<file path="src/sdsc_pkg.sv">
package sdsc_pkg;

  // data and frame sizes
  localparam int DATA_W = 10;
  localparam int STEP_CNT_W_DEF = 12;
  localparam logic [3:0] HEAD_CNT = 4'h3;
  localparam logic [3:0] FRAME_CNT = 4'hd;
  localparam logic [3:0] READ_CNT = 4'ha;
  localparam logic [3:0] CNT_ZERO = 4'h0;

  // register select codes
  localparam logic [1:0] SEL_DIRECT_CODE = 2'h0;
  localparam logic [1:0] SEL_STEP_UP = 2'h1;
  localparam logic [1:0] SEL_STEP_DOWN = 2'h2;
  localparam logic [1:0] SEL_READBACK = 2'h3;

  // direction bit
  localparam logic DIR_WRITE = 1'h0;
  localparam logic DIR_READ = 1'h1;

  // readback register fields
  localparam int READBACK_ENABLE_POS = 9;
  localparam int COMP_LEVEL_POS = 8;

  // code limits and reset values
  localparam logic [DATA_W-1:0] CODE_MAX = 10'h3ff;
  localparam logic [DATA_W-1:0] CODE_MIN = 10'h000;
  localparam logic [DATA_W-1:0] REG_RESET = 10'h000;
  localparam logic READBACK_ENABLE_RESET = 1'h0;

  typedef enum {SER_HEAD, SER_WRITE, SER_READ, SER_END} sdsc_ser_state_type;

  typedef struct packed {
    logic dir;
    logic [1:0] sel;
    logic [DATA_W-1:0] data;
  } sdsc_frame_type;

  typedef struct packed {
    logic sclk;
    logic cs_n;
    logic din;
    logic mode;
    logic up;
    logic down;
    logic dac_sel;
    logic ref_sel;
    logic ctrl_above;
  } sdsc_pins_type;

  typedef struct packed {
    logic atten_from_dac;
    logic dac_enable;
    logic dac_to_ctrl_pin;
    logic compare_active;
    logic ref_external;
  } sdsc_ctrl_type;

  // chip select idles high, every other pin low
  localparam sdsc_pins_type PINS_RESET = 9'h080;
  localparam sdsc_frame_type FRAME_RESET = 13'h0000;
  localparam sdsc_ctrl_type CTRL_RESET = 5'h00;

endpackage : sdsc_pkg

</file>
<file path="src/sdsc_step_engine.sv">
`timescale 1ns/1ps
module sdsc_step_engine
  import sdsc_pkg::*;
#(
  parameter int CNT_W = STEP_CNT_W_DEF
)
(
  // clock and reset
  input wire logic clk,
  input wire logic rst,
  // synchronised pins
  input wire logic step_mode,
  input wire logic up_level,
  input wire logic down_level,
  // step amounts
  input wire logic [DATA_W-1:0] up_amount,
  input wire logic [DATA_W-1:0] down_amount,
  // result
  output logic [DATA_W-1:0] step_code
);

  localparam int PROD_W = CNT_W + DATA_W;

  logic up_prev_reg, up_prev_next;
  logic down_prev_reg, down_prev_next;
  logic [CNT_W-1:0] up_cnt_reg, up_cnt_next;
  logic [CNT_W-1:0] down_cnt_reg, down_cnt_next;
  logic [DATA_W-1:0] code_reg, code_next;
  logic [PROD_W-1:0] up_total;
  logic [PROD_W-1:0] down_total;
  logic signed [PROD_W:0] diff;
  logic [DATA_W-1:0] clamped;
  logic up_rise, down_rise;

  always_comb
  begin
    up_total = up_cnt_reg * up_amount;
    down_total = down_cnt_reg * down_amount;
    diff = $signed({1'b0, up_total}) - $signed({1'b0, down_total});
    // no wraparound either way
    if (diff[PROD_W])
      clamped = CODE_MIN;
    else if (|diff[PROD_W-1:DATA_W])
      clamped = CODE_MAX;
    else
      clamped = diff[DATA_W-1:0];
    // the low phase arms the edge, so each step counts once
    up_rise = up_level & ~up_prev_reg;
    down_rise = down_level & ~down_prev_reg;
    up_prev_next = up_level;
    down_prev_next = down_level;
    up_cnt_next = up_cnt_reg;
    down_cnt_next = down_cnt_reg;
    // counts are frozen outside step mode so the code comes back
    if (step_mode)
    begin
      if (!up_level && !down_level)
      begin
        up_cnt_next = '0;
        down_cnt_next = '0;
      end
      else if (up_rise && down_level && clamped != CODE_MAX && !(&up_cnt_reg))
        up_cnt_next = up_cnt_reg + 1'b1;
      else if (down_rise && up_level && clamped != CODE_MIN && !(&down_cnt_reg))
        down_cnt_next = down_cnt_reg + 1'b1;
    end
    code_next = clamped;
  end

  always_ff @(posedge clk)
  begin
    if (rst)
    begin
      up_prev_reg <= 1'b0;
      down_prev_reg <= 1'b0;
      up_cnt_reg <= '0;
      down_cnt_reg <= '0;
      code_reg <= REG_RESET;
    end
    else
    begin
      up_prev_reg <= up_prev_next;
      down_prev_reg <= down_prev_next;
      up_cnt_reg <= up_cnt_next;
      down_cnt_reg <= down_cnt_next;
      code_reg <= code_next;
    end
  end

  assign step_code = code_reg;

endmodule : sdsc_step_engine

</file>
<file path="src/sdsc_spi_dac_step_control.sv">
`timescale 1ns/1ps
// Operation
// - frame is direction, two select, ten data
// - direction zero writes, one reads, sent first
// - select bits pick one of four registers
// - chip select rise stores complete write frame
// - early chip select rise drops write
// - read data shifts out after low select
// - output floats after ten bits or deselect
// - registers 0-2 hold ten-bit values
// - direct mode uses register 0, ignores steps
// - step code is ups times register 1 minus downs times register 2
// - both step inputs low clear accumulators in step mode
// - up rise with down high adds amount
// - down rise with up high subtracts amount
// - step code saturates between 0 and 1023
// - back to direct mode reapplies register 0
// - back to step mode restores step code
// - register 3 write sets readback enable
// - register 3 read: enable and comparator level
// - enable only: comparator goes low when control exceeds DAC
// - selector and enable both set: test drive
// - reference select picks internal or external
// - both zero: external voltage, DAC off
// - selector only: DAC drives attenuator
module sdsc_spi_dac_step_control
  import sdsc_pkg::*;
#(
  parameter int STEP_CNT_W = STEP_CNT_W_DEF
)
(
  // clock and reset
  input wire logic CLK,
  input wire logic RST,
  // serial host
  input wire logic SCLK,
  input wire logic CS_N,
  input wire logic DIN,
  output logic DOUT_O,
  output logic DOUT_OE_N,
  // mode and step pins
  input wire logic MODE,
  input wire logic STEP_UP,
  input wire logic STEP_DOWN_INPUT,
  // analog control pins
  input wire logic DAC_SELECT,
  input wire logic REF_SELECT,
  input wire logic CTRL_ABOVE_DAC,
  // DAC and switch controls
  output logic [DATA_W-1:0] DAC_CODE,
  output logic COMP_OUT,
  output logic COMPARATOR_READBACK_ENABLE,
  output logic ATTEN_FROM_DAC,
  output logic DAC_ENABLE,
  output logic DAC_TO_CTRL_PIN,
  output logic COMPARE_ACTIVE,
  output logic REF_EXTERNAL
);

  sdsc_pins_type pins_raw;
  sdsc_pins_type pins_meta_reg, pins_meta_next;
  sdsc_pins_type pins_sync_reg, pins_sync_next;
  sdsc_pins_type pins_prev_reg, pins_prev_next;
  logic sclk_rise, sclk_fall, cs_rise;

  sdsc_ser_state_type state_reg, state_next;
  logic [3:0] bit_cnt_reg, bit_cnt_next;
  sdsc_frame_type frame_reg, frame_next;
  logic [DATA_W-1:0] out_shift_reg, out_shift_next;
  logic [3:0] out_cnt_reg, out_cnt_next;
  logic dout_reg, dout_next;
  logic dout_oe_n_reg, dout_oe_n_next;

  logic [DATA_W-1:0] direct_code_reg, direct_code_next;
  logic [DATA_W-1:0] step_up_amount_reg, step_up_amount_next;
  logic [DATA_W-1:0] step_down_amount_reg, step_down_amount_next;
  logic comparator_readback_enable_reg, comparator_readback_enable_next;
  logic write_fire;

  logic [DATA_W-1:0] step_code;
  logic [DATA_W-1:0] dac_code_reg, dac_code_next;
  logic comp_out_reg, comp_out_next;
  sdsc_ctrl_type ctrl_reg, ctrl_next;

  function automatic logic [DATA_W-1:0] read_word(input logic [1:0] sel);
    logic [DATA_W-1:0] word;
    word = '0;
    unique case (sel)
      SEL_DIRECT_CODE: word = direct_code_reg;
      SEL_STEP_UP: word = step_up_amount_reg;
      SEL_STEP_DOWN: word = step_down_amount_reg;
      SEL_READBACK:
      begin
        word[READBACK_ENABLE_POS] = comparator_readback_enable_reg;
        word[COMP_LEVEL_POS] = comp_out_reg;
      end
    endcase
    return word;
  endfunction : read_word

  // every pin comes from outside the clock domain
  assign pins_raw = {SCLK, CS_N, DIN, MODE, STEP_UP, STEP_DOWN_INPUT, DAC_SELECT, REF_SELECT, CTRL_ABOVE_DAC};

  always_comb
  begin
    pins_meta_next = pins_raw;
    pins_sync_next = pins_meta_reg;
    pins_prev_next = pins_sync_reg;
    sclk_rise = pins_sync_reg.sclk & ~pins_prev_reg.sclk;
    sclk_fall = ~pins_sync_reg.sclk & pins_prev_reg.sclk;
    cs_rise = pins_sync_reg.cs_n & ~pins_prev_reg.cs_n;
  end

  always_ff @(posedge CLK)
  begin
    if (RST)
    begin
      pins_meta_reg <= PINS_RESET;
      pins_sync_reg <= PINS_RESET;
      pins_prev_reg <= PINS_RESET;
    end
    else
    begin
      pins_meta_reg <= pins_meta_next;
      pins_sync_reg <= pins_sync_next;
      pins_prev_reg <= pins_prev_next;
    end
  end

  // serial frame engine
  always_comb
  begin
    state_next = state_reg;
    bit_cnt_next = bit_cnt_reg;
    frame_next = frame_reg;
    out_shift_next = out_shift_reg;
    out_cnt_next = out_cnt_reg;
    dout_next = dout_reg;
    dout_oe_n_next = dout_oe_n_reg;
    // a write only counts with all thirteen bits in hand
    write_fire = cs_rise && state_reg == SER_WRITE && bit_cnt_reg == FRAME_CNT;
    if (pins_sync_reg.cs_n)
    begin
      state_next = SER_HEAD;
      bit_cnt_next = CNT_ZERO;
      out_cnt_next = CNT_ZERO;
      dout_oe_n_next = 1'b1;
    end
    else
    begin
      unique case (state_reg)
        SER_HEAD:
        begin
          if (sclk_rise)
          begin
            frame_next = {frame_reg[FRAME_CNT-2:0], pins_sync_reg.din};
            bit_cnt_next = bit_cnt_reg + 4'h1;
            if (bit_cnt_next == HEAD_CNT)
            begin
              // header now sits in the low three bits of the shifter
              if (frame_next[2] == DIR_READ)
              begin
                state_next = SER_READ;
                out_shift_next = read_word(frame_next[1:0]);
              end
              else
                state_next = SER_WRITE;
            end
          end
        end
        SER_WRITE:
        begin
          // bits past the thirteenth are ignored
          if (sclk_rise && bit_cnt_reg != FRAME_CNT)
          begin
            frame_next = {frame_reg[FRAME_CNT-2:0], pins_sync_reg.din};
            bit_cnt_next = bit_cnt_reg + 4'h1;
          end
        end
        SER_READ:
        begin
          if (sclk_fall)
          begin
            if (out_cnt_reg != READ_CNT)
            begin
              dout_next = out_shift_reg[DATA_W-1];
              dout_oe_n_next = 1'b0;
              out_shift_next = {out_shift_reg[DATA_W-2:0], 1'b0};
              out_cnt_next = out_cnt_reg + 4'h1;
            end
            else
            begin
              dout_oe_n_next = 1'b1;
              state_next = SER_END;
            end
          end
        end
        SER_END:
        begin
          dout_oe_n_next = 1'b1;
        end
      endcase
    end
  end

  always_ff @(posedge CLK)
  begin
    if (RST)
    begin
      state_reg <= SER_HEAD;
      bit_cnt_reg <= CNT_ZERO;
      frame_reg <= FRAME_RESET;
      out_shift_reg <= REG_RESET;
      out_cnt_reg <= CNT_ZERO;
      dout_reg <= 1'b0;
      dout_oe_n_reg <= 1'b1;
    end
    else
    begin
      state_reg <= state_next;
      bit_cnt_reg <= bit_cnt_next;
      frame_reg <= frame_next;
      out_shift_reg <= out_shift_next;
      out_cnt_reg <= out_cnt_next;
      dout_reg <= dout_next;
      dout_oe_n_reg <= dout_oe_n_next;
    end
  end

  // register file
  always_comb
  begin
    direct_code_next = direct_code_reg;
    step_up_amount_next = step_up_amount_reg;
    step_down_amount_next = step_down_amount_reg;
    comparator_readback_enable_next = comparator_readback_enable_reg;
    if (write_fire)
    begin
      unique case (frame_reg.sel)
        SEL_DIRECT_CODE: direct_code_next = frame_reg.data;
        SEL_STEP_UP: step_up_amount_next = frame_reg.data;
        SEL_STEP_DOWN: step_down_amount_next = frame_reg.data;
        // unused low bits are dropped rather than stored
        SEL_READBACK: comparator_readback_enable_next = frame_reg.data[READBACK_ENABLE_POS];
      endcase
    end
  end

  always_ff @(posedge CLK)
  begin
    if (RST)
    begin
      direct_code_reg <= REG_RESET;
      step_up_amount_reg <= REG_RESET;
      step_down_amount_reg <= REG_RESET;
      comparator_readback_enable_reg <= READBACK_ENABLE_RESET;
    end
    else
    begin
      direct_code_reg <= direct_code_next;
      step_up_amount_reg <= step_up_amount_next;
      step_down_amount_reg <= step_down_amount_next;
      comparator_readback_enable_reg <= comparator_readback_enable_next;
    end
  end

  sdsc_step_engine #(
    .CNT_W(STEP_CNT_W)
  ) step_engine (
    .clk(CLK),
    .rst(RST),
    .step_mode(pins_sync_reg.mode),
    .up_level(pins_sync_reg.up),
    .down_level(pins_sync_reg.down),
    .up_amount(step_up_amount_reg),
    .down_amount(step_down_amount_reg),
    .step_code(step_code)
  );

  // code source, comparator and switch controls
  always_comb
  begin
    if (pins_sync_reg.mode)
      dac_code_next = step_code;
    else
      dac_code_next = direct_code_reg;
    ctrl_next.atten_from_dac = pins_sync_reg.dac_sel;
    ctrl_next.dac_enable = pins_sync_reg.dac_sel | comparator_readback_enable_reg;
    // test drive of the control pin; not meant for normal use
    ctrl_next.dac_to_ctrl_pin = pins_sync_reg.dac_sel & comparator_readback_enable_reg;
    ctrl_next.compare_active = ~pins_sync_reg.dac_sel & comparator_readback_enable_reg;
    ctrl_next.ref_external = pins_sync_reg.ref_sel;
    // idles high so a trip reads as a falling level
    if (ctrl_next.compare_active)
      comp_out_next = ~pins_sync_reg.ctrl_above;
    else
      comp_out_next = 1'b1;
  end

  always_ff @(posedge CLK)
  begin
    if (RST)
    begin
      dac_code_reg <= REG_RESET;
      comp_out_reg <= 1'b1;
      ctrl_reg <= CTRL_RESET;
    end
    else
    begin
      dac_code_reg <= dac_code_next;
      comp_out_reg <= comp_out_next;
      ctrl_reg <= ctrl_next;
    end
  end

  assign DOUT_O = dout_reg;
  assign DOUT_OE_N = dout_oe_n_reg;
  assign DAC_CODE = dac_code_reg;
  assign COMP_OUT = comp_out_reg;
  assign COMPARATOR_READBACK_ENABLE = comparator_readback_enable_reg;
  assign ATTEN_FROM_DAC = ctrl_reg.atten_from_dac;
  assign DAC_ENABLE = ctrl_reg.dac_enable;
  assign DAC_TO_CTRL_PIN = ctrl_reg.dac_to_ctrl_pin;
  assign COMPARE_ACTIVE = ctrl_reg.compare_active;
  assign REF_EXTERNAL = ctrl_reg.ref_external;

endmodule : sdsc_spi_dac_step_control

</file>
<file path="config.mk">
export PLATFORM = sky130hd
export DESIGN_NAME = sdsc_spi_dac_step_control
export DESIGN_NICKNAME = d
export VERILOG_FILES = /design/src/sdsc_pkg.sv /design/src/sdsc_step_engine.sv /design/src/sdsc_spi_dac_step_control.sv
export SDC_FILE = /design/constraint.sdc
export NUM_CORES = 1
export LEC_CHECK = 0
export ABC_CLOCK_PERIOD_IN_PS = 9400
export BUFFER_PORTS_ARGS = -buffer_cell sky130_fd_sc_hd__buf_2
export CAP_MARGIN = 40
export CORE_ASPECT_RATIO = 0.9
export CORE_UTILIZATION = 50
export DETAILED_ROUTE_END_ITERATION = 8
export PLACE_DENSITY = 0.65
export RECOVER_POWER = 50
export SLEW_MARGIN = 25
export SYNTH_ARGS = -nofsm -noshare
export SYNTH_HDL_FRONTEND = slang
export SYNTH_SLANG_ARGS = --single-unit
export TNS_END_PERCENT = 100
</file>
<file path="constraint.sdc">
create_clock -name CLK -period 9.4 [get_ports CLK]
set_input_delay 1.88 -clock CLK [delete_from_list [all_inputs] [get_ports CLK]]
set_output_delay 1.88 -clock CLK [all_outputs]
set_load 0.01 [all_outputs]
</file>
==> impl_metrics.env <==
export IMPL_grt_pass1_vias=10500
export IMPL_routedWlPerCell_um=18.7
export IMPL_cp_cell_sequence="nand2_1 > fa_1 > fa_1 > fa_1 > fa_1 > fa_1 > fa_1 > fa_1 > inv_1 > ha_1 > and2_1 > a21oi_2 > o32ai_1 > a2111o_1 > a311o_1 > or4_1 > nor4_2 > buf_4 > a211o_1 > and2_1 > a211o_1"
export IMPL_synth_edf_count=0
export IMPL_synth_seq_cells=137
export IMPL_synth_top_area_share_pct=28.4
export IMPL_cts_root_buf="clkbuf_16"
export IMPL_post_synth_num_cell_types=68
export IMPL_grt_overflow_total=0
export IMPL_status="complete, but fails checks"
export IMPL_synthSimpleGateAreaFrac_pct=19.3
export IMPL_reg2reg_from="step_up_amount_reg[9]$_SDFFE_PP0P_"
export IMPL_syn_nets=1867
export IMPL_place_congestion=0.911
export IMPL_worst_slack_ns=1.18
export IMPL_antenna_found_initial=1
export IMPL_cts_buffers=17
export IMPL_cts_setup_buffers=0
export IMPL_tightest_slew_ns=3.14
export IMPL_peakVddDrop_mv=0.118
export IMPL_die_y_um=161
export IMPL_synth_compound_area_share_pct=8.41
export IMPL_clock_path_buffers=2
export IMPL_synth_fa_ha_area_share_pct=38.3
export IMPL_synth_top_family_by_area="adder cells"
export IMPL_finalMaxSlewViolations=74
export IMPL_drt_iter0_drc=833
export IMPL_crit_end="step_engine.down_cnt_reg[9]$_SDFFE_PP0P_"
export IMPL_crit_type="reg -> reg"
export IMPL_r2r_end="step_engine.down_cnt_reg[9]$_SDFFE_PP0P_"
export IMPL_synthesis_area_sq_mm=0.0140
export IMPL_finalSetupViolCount=0
export IMPL_rsz0062_at_grt="no"
export IMPL_fin_skew_ns=0.0103
export IMPL_powerDensity_mw_per_mm2=86.8
export IMPL_area_delta_synth_final_pct=6.53
export IMPL_ys_seq_area_share_pct=19.6
export IMPL_final_core_util_pct=54.6
export IMPL_cts_tree="built"
export IMPL_cap_violations=1
export IMPL_cpMaxStageDelayCell="dfxtp_1"
export IMPL_synthCells=1547
export IMPL_clock_sinks=137
export IMPL_core_region_area_sq_mm=0.0272
export IMPL_min_period_ns=8.22
export IMPL_synth_mux_area_share_pct=4.26
export IMPL_critPathLaunch="step_up_amount_reg[9]$_SDFFE_PP0P_"
export IMPL_viasPerCell=5.50
export IMPL_nets=1839
export IMPL_hold_path_class="reg -> reg"
export IMPL_die_x_um=178
export IMPL_start_util_pct=51.3
export IMPL_insertion_delay_ns=0.41
export IMPL_die_area_sq_mm=0.0286
export IMPL_avgSynthCellArea_sq_um=9.03
export IMPL_dp_slack_ns=1.29
export IMPL_ys_warn_count=0
export IMPL_grt_max_degree=74
export IMPL_cpMostUsedCell="fa_1"
export IMPL_power_uw=1290
export IMPL_setup_tns_ns=0
export IMPL_reg2reg_depth=21
export IMPL_most_common_layout_cells="inv_1 (235), fa_1 (198), and2_1 (162)"
export IMPL_rows=57
export IMPL_slew_headroom_pct=-109
export IMPL_synthArstFlopShare_pct=0
export IMPL_critPathArrivalTime_ns=8.58
export IMPL_htreeDepth=4
export IMPL_layout_commonest_cell="inv_1"
export IMPL_antenna_left=0
export IMPL_clk_pin_slew_ns=0.06
export IMPL_hold_buffers=0
export IMPL_hold_viol=0
export IMPL_period_share_pct=87.5
export IMPL_hpwlAfterDp_um=28300
export IMPL_violations="max-capacitance violations, max-slew violations"
export IMPL_drt_pass1_iter_count=7
export IMPL_cp_end_kind="flop"
export IMPL_drc=0
export IMPL_final_cells=1886
export IMPL_grt_total_usage_pct=26.7
export IMPL_drive_gt1_share_pct=5.36
export IMPL_synth_flop_cell="dfxtp_1"
export IMPL_max_stage_delay_ns=0.75
export IMPL_port_buffers=29
export IMPL_vias=10400
export IMPL_p_leak_uw=0.00691
export IMPL_synth_largest_area_cell="fa_1"
export IMPL_synth_xor_area_share_pct=1.25
export IMPL_max_freq_mhz=122
export IMPL_nFillCells=2509
export IMPL_cp_required_ns=9.75
export IMPL_grt_pass1_wl_um=58800
export IMPL_rrSetupSlack_ns=1.18
export IMPL_cts_repair_resized=0
export IMPL_cp_max_fo=17
export IMPL_drt_wl_total_um=35300
export IMPL_placed_cells=1853
export IMPL_num_io_pins=30
export IMPL_netlist_top_cells_area="fa_1 (28%), dfxtp_1 (20%), ha_1 (9.9%), and2_1 (7.3%), inv_1 (6.3%)"
export IMPL_start_kind="flop"
layer usage:
layer  wire length (um)  vias to the layer above  share of wire, %  global-route usage [%]
met5                  0                        -                 0                       0
met2              15000                      341                42                    37.7
met4                432                        0               1.2                    5.16
li1                   -                     4867                 -                       -
met3               2820                       27               8.0                    6.77
met1              17100                     5135                48                    41.0
cells in the mapped netlist, types with 4 or more instances:
master / count
inv_1: 235
fa_1: 198
and2_1: 162
nand2_1: 155
dfxtp_1: 137
ha_1: 111
nor2_1: 87
clkbuf_1: 70
a21oi_1: 56
mux2i_1: 55
nand3_1: 32
nor2b_1: 23
o211ai_1: 17
o21ai_0: 14
xnor2_1: 14
nor3_1: 10
o21ai_1: 9
o31ai_1: 9
buf_1: 8
o221ai_1: 8
or3_1: 8
a211o_1: 7
o21a_1: 7
nor4_1: 6
or2_2: 6
xor2_1: 6
and3_1: 5
nand3b_1: 5
nand4_1: 5
nor3b_1: 5
or4_1: 5
a211oi_1: 4
a21o_1: 4
a21oi_2: 4
buf_2: 4
nand2b_1: 4
stage by stage:
step | cell area, sq um | hold slack (ns)
after CTS | 14900 | 0.374
final | 14900 | 0.368
after global placement | 14300 | 0.350
after global routing | 14900 | 0.395
after detailed placement | 14300 | 0.355
after floorplan | 14000 | 0.343
worst max-delay path, delay by kind of cell (launching register included):
kind | cells | cell delay [ns]
AND/OR/NAND/NOR | 5 | 1.48
adder cells (fa/ha/maj) | 8 | 3.92
buffers and inverters | 2 | 0.26
AO/OA/AOI/OAI | 6 | 1.76
flip-flops | 1 | 0.75
cells by family (layout without fill, tap and decap cells):
family | after synthesis | count (layout)
fa+ha+maj | 309 | 309
other cells | 0 | 1
xor+xnor | 20 | 20
flops | 137 | 137
mux | 57 | 57
simple gates | 528 | 528
buf+inv | 322 | 306
compound gates | 174 | 174
power breakdown:
group / leakage, uW / total (uW) / switching [uW] / internal [uW]
Sequential: 0.00111 / 587 / 2.33 / 585
Combinational: 0.00552 / 26.1 / 18.3 / 7.73
Clock: 0.000283 / 679 / 258 / 421
Total: 0.00691 / 1290 / 279 / 1010
area by class of cell:
cell class,count,area [sq um],area share [%]
tap,354,443,2.98
inverter,236,886,5.95
multi-input combinational,1088,10000,67.2
timing repair buffer,39,211,1.42
antenna,1,2.50,0.0168
clock buffer,18,439,2.95
sequential,137,2740,18.4
clock inverter,13,154,1.03
how the worst min path moves through the flow:
| stage | startpoint | end | slack [ns] | cells past startpoint |
|---|---|---|---|---|
| finish | pins_prev_next[0]$_SDFF_PP0_ | COMP_OUT$_SDFF_PP1_ | 0.37 | 1 |
| global route | pins_prev_next[0]$_SDFF_PP0_ | COMP_OUT$_SDFF_PP1_ | 0.40 | 1 |
| CTS | pins_prev_next[0]$_SDFF_PP0_ | COMP_OUT$_SDFF_PP1_ | 0.37 | 1 |
| detailed placement | pins_prev_next[0]$_SDFF_PP0_ | COMP_OUT$_SDFF_PP1_ | 0.35 | 1 |
| global placement | pins_prev_next[0]$_SDFF_PP0_ | COMP_OUT$_SDFF_PP1_ | 0.35 | 1 |
| floorplan | pins_prev_next[0]$_SDFF_PP0_ | COMP_OUT$_SDFF_PP1_ | 0.34 | 1 |
Power figures use the tool's default switching activity.
